File: src/logic/mashm_pkg.sv
package mashm_pkg;

   // Register pointer values seen on the two-wire port.
   localparam logic [7:0] CHANNEL_ALARM_STATUS_OFS    = 8'h01;
   localparam logic [7:0] MISC_ALARM_STATUS_OFS       = 8'h02;
   localparam logic [7:0] CHANNEL_ALARM_MASK_OFS      = 8'h03;
   localparam logic [7:0] MISC_ALARM_MASK_OFS         = 8'h04;
   localparam logic [7:0] TACH_DIVISOR_PIN_CONFIG_OFS = 8'h05;

   // Reset values.
   localparam logic [7:0] STATUS_RST    = 8'h00;
   localparam logic [7:0] MASK_RST      = 8'h00;
   localparam logic [7:0] TACH_CFG_RST  = 8'h14;
   localparam logic [7:0] BYTE_ZERO     = 8'h00;

   // Fixed upper four bits of the slave address; the low three come from pins.
   localparam logic [3:0] SLAVE_ADDR_PREFIX = 4'h5;

   // Field positions of the status and mask registers.
   localparam int CHANNEL_COUNT   = 7;
   localparam int EXT_ALARM_BIT   = 7;
   localparam int HOT_BIT         = 0;
   localparam int DIGITAL_BIT     = 1;
   localparam int TACH_INPUT_1_BIT        = 2;
   localparam int TACH_INPUT_2_BIT        = 3;
   localparam int CHASSIS_BIT     = 4;
   localparam int OVERTEMP_BIT    = 5;
   localparam int MISC_USED_W     = 6;
   localparam int ALARM_MODE_BIT  = 6;
   localparam int OVERTEMP_MODE_BIT = 7;

   // Field positions of the tachometer configuration register.
   localparam int TACH1_MODE_BIT     = 0;
   localparam int TACH2_MODE_BIT     = 1;
   localparam int TACH1_CODE_LO      = 2;
   localparam int TACH2_CODE_LO      = 4;
   localparam int OVERTEMP_PIN_SELECT_BIT = 6;
   localparam int RESET_PIN_SELECT_BIT    = 7;

   // Level-mode code that makes a tachometer pin active low.
   localparam logic [1:0] TACH_LEVEL_ACTIVE_LOW = 2'h1;

   typedef enum logic [3:0] {
      BUS_IDLE,
      BUS_ADDR,
      BUS_ADDR_ACK,
      BUS_REG,
      BUS_REG_ACK,
      BUS_WDATA,
      BUS_WDATA_ACK,
      BUS_RDATA,
      BUS_RDATA_ACK
   } mashm_bus_state_type;

endpackage

File: src/logic/mashm_top.sv
`timescale 1ns/1ps

module mashm_top (
   input  wire logic       mclk_i,
   input  wire logic       rst_i,
   input  wire logic       scl_i,
   input  wire logic       sda_i,
   output logic            sda_o,
   output logic            sda_oe_o,
   input  wire logic [2:0] addr_pins_i,
   input  wire logic [6:0] channel_exceed_i,
   input  wire logic       hot_temp_exceed_i,
   input  wire logic       overtemp_exceed_i,
   input  wire logic       tach_input_1_count_exceed_i,
   input  wire logic       tach_input_2_count_exceed_i,
   input  wire logic       ext_alarm_n_i,
   input  wire logic       digital_sensor_alert_input_n_i,
   input  wire logic       chassis_intrusion_input_i,
   input  wire logic       tach_input_1_i,
   input  wire logic       tach_input_2_i,
   input  wire logic       alarm_out_enable_i,
   input  wire logic       alarm_polarity_i,
   input  wire logic       alarm_clear_i,
   input  wire logic       reset_out_request_i,
   output logic            alarm_o,
   output logic            alarm_oe_o,
   output logic            shared_pin_o,
   output logic            shared_pin_oe_o,
   output logic            monitor_pause_o,
   output logic [1:0]      tach_mode_o,
   output logic [1:0]      tach1_code_o,
   output logic [1:0]      tach2_code_o
);
   import mashm_pkg::*;

   // All state of the block in one record.
   typedef struct packed {
      mashm_bus_state_type state;
      logic       scl_m;
      logic       scl_s;
      logic       scl_d;
      logic       sda_m;
      logic       sda_s;
      logic       sda_d;
      logic [2:0] addr_m;
      logic [2:0] addr_s;
      logic       ext_m;
      logic       ext_s;
      logic       dig_m;
      logic       dig_s;
      logic       chas_m;
      logic       chas_s;
      logic       tach1_m;
      logic       tach1_s;
      logic       tach2_m;
      logic       tach2_s;
      logic [2:0] bit_cnt;
      logic       byte_done;
      logic       rw;
      logic       master_ack;
      logic [7:0] rx;
      logic [7:0] tx;
      logic [7:0] ptr;
      logic [7:0] chan_status;
      logic [7:0] misc_status;
      logic [7:0] chan_mask;
      logic [7:0] misc_mask;
      logic [7:0] tach_cfg;
      logic       hot_prev;
      logic       ot_prev;
      logic       sda_out;
      logic       sda_oe;
      logic       alarm_out;
      logic       alarm_oe;
      logic       shared_oe;
      logic       pause;
   } mashm_state_type;

   mashm_state_type r;
   mashm_state_type next_r;

   // A tach pin in level mode is active low only for the one code, else high.
   function automatic logic tach_level_active(input logic [1:0] code, input logic level);
      tach_level_active = (code == TACH_LEVEL_ACTIVE_LOW) ? ~level : level;
   endfunction

   logic       scl_rise;
   logic       scl_fall;
   logic       bus_start;
   logic       bus_stop;
   logic       do_load;
   logic       clr_chan;
   logic       clr_misc;
   logic [7:0] rd_data;
   logic [7:0] chan_ev;
   logic [7:0] misc_ev;
   logic       hot_one_time;
   logic       ot_one_time;
   logic       alarm_pending;
   logic       ot_assert;

   // Next-state logic: synchronisers, two-wire slave, flags and pin drive.
   always_comb begin
      next_r = r;
      do_load = 1'b0;
      clr_chan = 1'b0;
      clr_misc = 1'b0;
      chan_ev = BYTE_ZERO;
      misc_ev = BYTE_ZERO;

      // Bus pins pass three flops; address, alarm, sensor, chassis and tach pins two; exceed inputs are unsynchronised. Edges compare stages two and three.
      next_r.scl_m   = scl_i;
      next_r.scl_s   = r.scl_m;
      next_r.scl_d   = r.scl_s;
      next_r.sda_m   = sda_i;
      next_r.sda_s   = r.sda_m;
      next_r.sda_d   = r.sda_s;
      next_r.addr_m  = addr_pins_i;
      next_r.addr_s  = r.addr_m;
      next_r.ext_m   = ext_alarm_n_i;
      next_r.ext_s   = r.ext_m;
      next_r.dig_m   = digital_sensor_alert_input_n_i;
      next_r.dig_s   = r.dig_m;
      next_r.chas_m  = chassis_intrusion_input_i;
      next_r.chas_s  = r.chas_m;
      next_r.tach1_m = tach_input_1_i;
      next_r.tach1_s = r.tach1_m;
      next_r.tach2_m = tach_input_2_i;
      next_r.tach2_s = r.tach2_m;

      scl_rise  = r.scl_s & ~r.scl_d;
      scl_fall  = ~r.scl_s & r.scl_d;
      bus_start = r.scl_s & r.scl_d & r.sda_d & ~r.sda_s;
      bus_stop  = r.scl_s & r.scl_d & ~r.sda_d & r.sda_s;

      // Read mux; reserved status bits and unmapped pointers read as zero.
      case (r.ptr)
         CHANNEL_ALARM_STATUS_OFS:    rd_data = r.chan_status;
         MISC_ALARM_STATUS_OFS:       rd_data = {2'h0, r.misc_status[MISC_USED_W-1:0]};
         CHANNEL_ALARM_MASK_OFS:      rd_data = r.chan_mask;
         MISC_ALARM_MASK_OFS:         rd_data = r.misc_mask;
         TACH_DIVISOR_PIN_CONFIG_OFS: rd_data = r.tach_cfg;
         default:                     rd_data = BYTE_ZERO;
      endcase

      // Two-wire slave. Data is sampled on SCL rise and changed after SCL fall.
      if (bus_start) begin
         next_r.state     = BUS_ADDR;
         next_r.bit_cnt   = 3'h0;
         next_r.byte_done = 1'b0;
         next_r.sda_oe    = 1'b0;
      end else if (bus_stop) begin
         next_r.state  = BUS_IDLE;
         next_r.sda_oe = 1'b0;
      end else begin
         if (scl_rise) begin
            case (r.state)
               BUS_ADDR, BUS_REG, BUS_WDATA, BUS_RDATA: begin
                  next_r.rx      = {r.rx[6:0], r.sda_s};
                  next_r.bit_cnt = r.bit_cnt + 3'h1;
                  if (r.bit_cnt == 3'h7) begin
                     next_r.byte_done = 1'b1;
                  end
               end
               BUS_RDATA_ACK: next_r.master_ack = ~r.sda_s;
               default: ;
            endcase
         end
         if (scl_fall) begin
            case (r.state)
               BUS_ADDR: begin
                  if (r.byte_done) begin
                     next_r.byte_done = 1'b0;
                     if (r.rx[7:1] == {SLAVE_ADDR_PREFIX, r.addr_s}) begin
                        next_r.state  = BUS_ADDR_ACK;
                        next_r.rw     = r.rx[0];
                        next_r.sda_oe = 1'b1;
                     end else begin
                        next_r.state = BUS_IDLE;
                     end
                  end
               end
               BUS_ADDR_ACK: begin
                  if (r.rw) begin
                     do_load = 1'b1;
                  end else begin
                     next_r.state  = BUS_REG;
                     next_r.sda_oe = 1'b0;
                  end
               end
               BUS_REG: begin
                  if (r.byte_done) begin
                     next_r.byte_done = 1'b0;
                     next_r.ptr       = r.rx;
                     next_r.state     = BUS_REG_ACK;
                     next_r.sda_oe    = 1'b1;
                  end
               end
               BUS_REG_ACK, BUS_WDATA_ACK: begin
                  next_r.state  = BUS_WDATA;
                  next_r.sda_oe = 1'b0;
               end
               BUS_WDATA: begin
                  if (r.byte_done) begin
                     next_r.byte_done = 1'b0;
                     next_r.state     = BUS_WDATA_ACK;
                     next_r.sda_oe    = 1'b1;
                     case (r.ptr)
                        CHANNEL_ALARM_MASK_OFS:      next_r.chan_mask = r.rx;
                        MISC_ALARM_MASK_OFS:         next_r.misc_mask = r.rx;
                        TACH_DIVISOR_PIN_CONFIG_OFS: next_r.tach_cfg  = r.rx;
                        default: ;
                     endcase
                  end
               end
               BUS_RDATA: begin
                  if (r.byte_done) begin
                     next_r.byte_done = 1'b0;
                     next_r.state     = BUS_RDATA_ACK;
                     next_r.sda_oe    = 1'b0;
                  end else begin
                     next_r.tx     = {r.tx[6:0], 1'b0};
                     next_r.sda_oe = ~r.tx[6];
                  end
               end
               BUS_RDATA_ACK: begin
                  if (r.master_ack) begin
                     do_load = 1'b1;
                  end else begin
                     next_r.state = BUS_IDLE;
                  end
               end
               default: next_r.state = BUS_IDLE;
            endcase
         end
      end

      // Loading a status byte for the host clears it, which is why it latches.
      if (do_load) begin
         next_r.tx      = rd_data;
         next_r.sda_oe  = ~rd_data[7];
         next_r.state   = BUS_RDATA;
         next_r.bit_cnt = 3'h0;
         clr_chan = (r.ptr == CHANNEL_ALARM_STATUS_OFS);
         clr_misc = (r.ptr == MISC_ALARM_STATUS_OFS);
      end

      // Source events; nothing is latched while monitoring is paused.
      hot_one_time = r.misc_mask[ALARM_MODE_BIT];
      ot_one_time  = r.misc_mask[OVERTEMP_MODE_BIT];
      next_r.hot_prev = hot_temp_exceed_i;
      next_r.ot_prev  = overtemp_exceed_i;
      if (!alarm_clear_i) begin
         chan_ev[CHANNEL_COUNT-1:0] = channel_exceed_i;
         chan_ev[EXT_ALARM_BIT]     = ~r.ext_s;
         // One-time reports the rising edge only; default reports the level.
         misc_ev[HOT_BIT] = hot_one_time ? (hot_temp_exceed_i & ~r.hot_prev)
                                         : hot_temp_exceed_i;
         misc_ev[DIGITAL_BIT] = ~r.dig_s;
         misc_ev[TACH_INPUT_1_BIT] = r.tach_cfg[TACH1_MODE_BIT]
                           ? tach_level_active(r.tach_cfg[TACH1_CODE_LO +: 2], r.tach1_s)
                           : tach_input_1_count_exceed_i;
         misc_ev[TACH_INPUT_2_BIT] = r.tach_cfg[TACH2_MODE_BIT]
                           ? tach_level_active(r.tach_cfg[TACH2_CODE_LO +: 2], r.tach2_s)
                           : tach_input_2_count_exceed_i;
         misc_ev[CHASSIS_BIT] = r.chas_s;
         misc_ev[OVERTEMP_BIT] = ot_one_time ? (overtemp_exceed_i & ~r.ot_prev)
                                             : overtemp_exceed_i;
      end

      // Sticky flags: an event in the clearing cycle wins over the clear.
      next_r.chan_status = (r.chan_status & ~{8{clr_chan}}) | chan_ev;
      next_r.misc_status = (r.misc_status & ~{8{clr_misc}}) | misc_ev;
      next_r.misc_status[7:MISC_USED_W] = 2'h0;

      // Alarm output from the unmasked status bits.
      alarm_pending = |(r.chan_status & ~r.chan_mask)
                    | |(r.misc_status[MISC_USED_W-1:0]
                        & ~r.misc_mask[MISC_USED_W-1:0]);
      next_r.alarm_oe  = alarm_out_enable_i & ~alarm_clear_i & alarm_pending;
      next_r.alarm_out = alarm_polarity_i;
      next_r.pause     = alarm_clear_i;

      // Shared active-low open-drain pin; in one-time mode it follows the flag.
      ot_assert = ot_one_time ? r.misc_status[OVERTEMP_BIT] : overtemp_exceed_i;
      case ({r.tach_cfg[RESET_PIN_SELECT_BIT], r.tach_cfg[OVERTEMP_PIN_SELECT_BIT]})
         2'h1:    next_r.shared_oe = ot_assert;
         2'h2:    next_r.shared_oe = reset_out_request_i;
         default: next_r.shared_oe = 1'b0;
      endcase
      next_r.sda_out = 1'b0;
   end

   // State register; every control bit takes a constant under reset.
   always_ff @(posedge mclk_i or posedge rst_i) begin
      if (rst_i) begin
         r <= '0;
         r.state       <= BUS_IDLE;
         r.scl_m       <= 1'b1;
         r.scl_s       <= 1'b1;
         r.scl_d       <= 1'b1;
         r.sda_m       <= 1'b1;
         r.sda_s       <= 1'b1;
         r.sda_d       <= 1'b1;
         r.ext_m       <= 1'b1;
         r.ext_s       <= 1'b1;
         r.dig_m       <= 1'b1;
         r.dig_s       <= 1'b1;
         r.chan_status <= STATUS_RST;
         r.misc_status <= STATUS_RST;
         r.chan_mask   <= MASK_RST;
         r.misc_mask   <= MASK_RST;
         r.tach_cfg    <= TACH_CFG_RST;
      end else begin
         r <= next_r;
      end
   end

   // Outputs come straight from the state register.
   assign sda_o           = r.sda_out;
   assign sda_oe_o        = r.sda_oe;
   assign alarm_o         = r.alarm_out;
   assign alarm_oe_o      = r.alarm_oe;
   assign shared_pin_o    = r.sda_out;
   assign shared_pin_oe_o = r.shared_oe;
   assign monitor_pause_o = r.pause;
   assign tach_mode_o     = {r.tach_cfg[TACH2_MODE_BIT], r.tach_cfg[TACH1_MODE_BIT]};
   assign tach1_code_o    = r.tach_cfg[TACH1_CODE_LO +: 2];
   assign tach2_code_o    = r.tach_cfg[TACH2_CODE_LO +: 2];

endmodule // mashm_top

File: config.mk
export PLATFORM = sky130hd
export DESIGN_NAME = mashm_top
export DESIGN_NICKNAME = d
export VERILOG_FILES = /design/src/logic/mashm_pkg.sv /design/src/logic/mashm_top.sv
export SDC_FILE = /design/constraint.sdc
export NUM_CORES = 1
export LEC_CHECK = 0
export BUFFER_PORTS_ARGS = -buffer_cell sky130_fd_sc_hd__buf_4
export CAP_MARGIN = 20
export CELL_PAD_IN_SITES_DETAIL_PLACEMENT = 1
export CELL_PAD_IN_SITES_GLOBAL_PLACEMENT = 2
export CORE_MARGIN = 2
export CORE_UTILIZATION = 43
export DETAILED_ROUTE_END_ITERATION = 6
export GPL_ROUTABILITY_DRIVEN = 0
export PLACE_DENSITY = 0.87
export SLEW_MARGIN = 30
export SYNTH_ARGS = -nofsm -noshare
export SYNTH_HDL_FRONTEND = slang
export SYNTH_SLANG_ARGS = --single-unit
File: constraint.sdc
create_clock -name mclk_i -period 4.9 [get_ports mclk_i]
set_input_delay 0.245 -clock mclk_i [delete_from_list [all_inputs] [get_ports mclk_i]]
set_output_delay 0.245 -clock mclk_i [all_outputs]
set_load 0.02 [all_outputs]
==> impl_metrics.env <==
export IMPL_areaGrowthSynthToFinish_pct=14.5
export IMPL_slew_headroom=0.541
export IMPL_final_nets=457
export IMPL_vias_per_cell=5.61
export IMPL_required_ps=5160
export IMPL_die_h_um=108
export IMPL_grt_pass1_vias=3302
export IMPL_grt_ovfl_total=0
export IMPL_layout_setup_ws_ps=2390
export IMPL_endpoint_kind="register"
export IMPL_ctsResizeCount=0
export IMPL_worstSetupPathType="reg2reg"
export IMPL_min_path_type="in2reg"
export IMPL_cts_root_buffer="clkbuf_8"
export IMPL_status="finished, final reports clean"
export IMPL_path_clk_slew_ps=100
export IMPL_rsz0062_at_grt="false"
export IMPL_initial_utilization=0.447
export IMPL_arrival_ps=2770
export IMPL_period_needed_ps=2510
export IMPL_powerDensity_nw_per_um2=401
export IMPL_critPathMaxStageDelay_ps=640
export IMPL_maxCapViolations=0
export IMPL_clockBufferDepth=2
export IMPL_crit_buf_inv=0
export IMPL_fmax_mhz=398
export IMPL_ant_nets=0
export IMPL_fin_skew_ps=13.6
export IMPL_synthCells=389
export IMPL_grt_max_degree=55
export IMPL_finalSetupViolCount=0
export IMPL_synth_edf_count=0
export IMPL_vdd_drop_max_mv=0.309
export IMPL_grt_first_pass_wirelength_um=18100
export IMPL_hold_slack_ps=104
export IMPL_synth_seq_cells=100
export IMPL_cts_made_buffers=9
export IMPL_slew_violations=0
export IMPL_finalSetupTns_ps=0
export IMPL_nFillCells=1119
export IMPL_dpl_worst_slack_ps=2390
export IMPL_antenna_found_initial=0
export IMPL_cp_top_family="simple AND/OR/NAND/NOR gates"
export IMPL_drt_iter0_markers=173
export IMPL_syn_cell_area_sq_um=4630
export IMPL_critPathMaxFanout=12
export IMPL_wl_per_cell_um=19.3
export IMPL_leakagePower_nw=2.46
export IMPL_synthFlopType="dfrtp_1"
export IMPL_drc_errors=0
export IMPL_numPortBuffers=37
export IMPL_hpwlAfterDp_um=7590
export IMPL_htreeDepth=3
export IMPL_clock_sinks=100
export IMPL_ys_seq_area_frac=0.544
export IMPL_finalHoldViolCount=0
export IMPL_die_x_um=108
export IMPL_firstDrtPassIters=4
export IMPL_std_cell_rows=37
export IMPL_die_area_sq_um=11600
export IMPL_cp_start_kind="register"
export IMPL_routed_wl_um=11000
export IMPL_final_period_utilization=0.513
export IMPL_worst_slew_pin_slew_ps=688
export IMPL_yosys_warnings=0
export IMPL_synth_cell_types=59
export IMPL_antenna_cells=0
export IMPL_synth_async_reset_ratio=1.00
export IMPL_core_sq_um=10400
export IMPL_io_pins=40
export IMPL_grt_usage=0.206
export IMPL_cpMaxStageDelayCell="or4b_1"
export IMPL_avgSynthCellArea_sq_um=11.9
export IMPL_dr_total_vias=3181
export IMPL_cts_tree="yes"
export IMPL_path_cells="nand3b_4 -> a2111oi_4 -> nand2_1 -> or4b_1 -> a22o_1"
export IMPL_drive_above_1_share=0.211
export IMPL_clkLatencyLatePin_ps=370
## through the flow
step | util | total power [mW] | cells | instance area [sq um]
after floorplan | - | 1.43 | 390 | 4630
after global placement | 0.477 | 1.56 | 536 | 4940
after detailed placement | 0.477 | 1.58 | 536 | 4940
after CTS | 0.510 | 2.14 | 567 | 5290
after global routing | 0.511 | 2.25 | 567 | 5300
final | 0.511 | 2.13 | 567 | 5300
## synthesized netlist by cell type, types with 3 or more instances
| cell type | instances | area (sq um) |
|---|---|---|
| xnor2_1 | 3 | 26.3 |
| buf_2 | 4 | 20.0 |
| a221o_1 | 4 | 40.0 |
| dfstp_2 | 12 | 315 |
| o21ai_1 | 17 | 85.1 |
| mux2_4 | 8 | 120 |
| buf_4 | 8 | 60.1 |
| clkbuf_1 | 13 | 48.8 |
| nor2b_1 | 9 | 56.3 |
| nor2_1 | 15 | 56.3 |
| xor2_1 | 3 | 26.3 |
| o21a_1 | 4 | 30.0 |
| nand4_1 | 3 | 18.8 |
| a22o_1 | 10 | 87.6 |
| nand3_1 | 5 | 25.0 |
| a21oi_1 | 8 | 40.0 |
| a31oi_1 | 3 | 18.8 |
| a221oi_1 | 4 | 35.0 |
| dfrtp_1 | 88 | 2200 |
| ha_1 | 4 | 50.1 |
| nor3_1 | 8 | 40.0 |
| nand4b_1 | 4 | 35.0 |
| nand2b_1 | 6 | 37.5 |
| o22ai_1 | 7 | 43.8 |
| mux2_2 | 8 | 90.1 |
| a22oi_1 | 4 | 30.0 |
| nand2_1 | 22 | 82.6 |
| mux2_1 | 30 | 338 |
| o21ai_0 | 10 | 50.1 |
| inv_1 | 18 | 67.6 |
| mux2i_1 | 10 | 100 |
## power breakdown
part | leakage, nW | internal, mW | switching [mW]
Combinational | 1.14 | 0.226 | 0.213
Sequential | 1.21 | 0.933 | 0.211
Clock | 0.100 | 0.245 | 0.297
Total | 2.46 | 1.40 | 0.722
## per-layer routing
layer | vias up | wire length, um | global-route usage
met5 | - | 0 | 0
met4 | 0 | 97 | 0.0495
met3 | 11 | 367 | 0.0387
met2 | 55 | 5180 | 0.322
met1 | 1651 | 5310 | 0.296
li1 | 1464 | - | -
## repair_timing
action,4_1_cts,5_1_grt
hold buffers,15,0
setup buffers,0,0
endpoints found under the hold margin,58,0
## registers in the layout, summed over array words and instances, names as in the netlist
signal           flops
monitor_pause_o      1
shared_pin_oe_o      1
tach_mode_o          2
ot_one_time          1
alarm_oe_o           1
sda_oe_o             1
tach2_code_o         2
tach1_code_o         2
alarm_o              1
hot_one_time         1
r                   75
next_r              12
## placed cells by master, fill, tap and decap left out, types with 4 or more instances in the layout
master,count
a21oi_1,8
a221o_1,4
a221oi_1,4
a22o_1,10
a22oi_1,4
buf_4,38
clkbuf_8,9
dfrtp_1,87
dfstp_2,12
dlygate4sd3_1,15
ha_1,4
inv_1,17
mux2_1,30
mux2_2,8
mux2_4,8
mux2i_1,10
nand2_1,22
nand2b_1,6
nand3_1,5
nand4b_1,4
nor2_1,15
nor2b_1,9
nor3_1,8
o21a_1,4
o21ai_0,10
o21ai_1,17
o22ai_1,7
## final cells by class
class                      instances  area (sq um)  area share
clock inverter                     5          67.6      0.0127
inverter                          19          73.8      0.0139
clock buffer                      11           131      0.0248
tap                              136           170      0.0321
sequential                       100          2520       0.475
multi-input combinational        243          1910       0.360
timing repair buffer              53           435      0.0821
## cell families (layout without fill, tap and decap cells)
kind of cell	after synthesis	after routing	synth area share
flops	100	100	0.544
simple gates	89	89	0.114
compound gates	86	86	0.132
mux	56	56	0.140
buf+inv	47	88	0.0473
xor+xnor	6	6	0.0114
fa+ha+maj	4	4	0.0108
other cells	1	2	0.000810
## final timing paths
check / start / endpoint / slack, ps / cells past startpoint
max: r[101] / r[34] / 2390 / 5
min: channel_exceed_i[2] / r[42] / 100 / 2
max reg2reg: r[101] / r[34] / 2390 / 5
min reg2reg: next_r[90] / r[90] / 360 / 0
max in group asynchronous: rst_i / r[48] / 3280 / 4
min in group asynchronous: rst_i / r[89] / 480 / 3
Note: power is estimated with default switching activity, not from simulation.
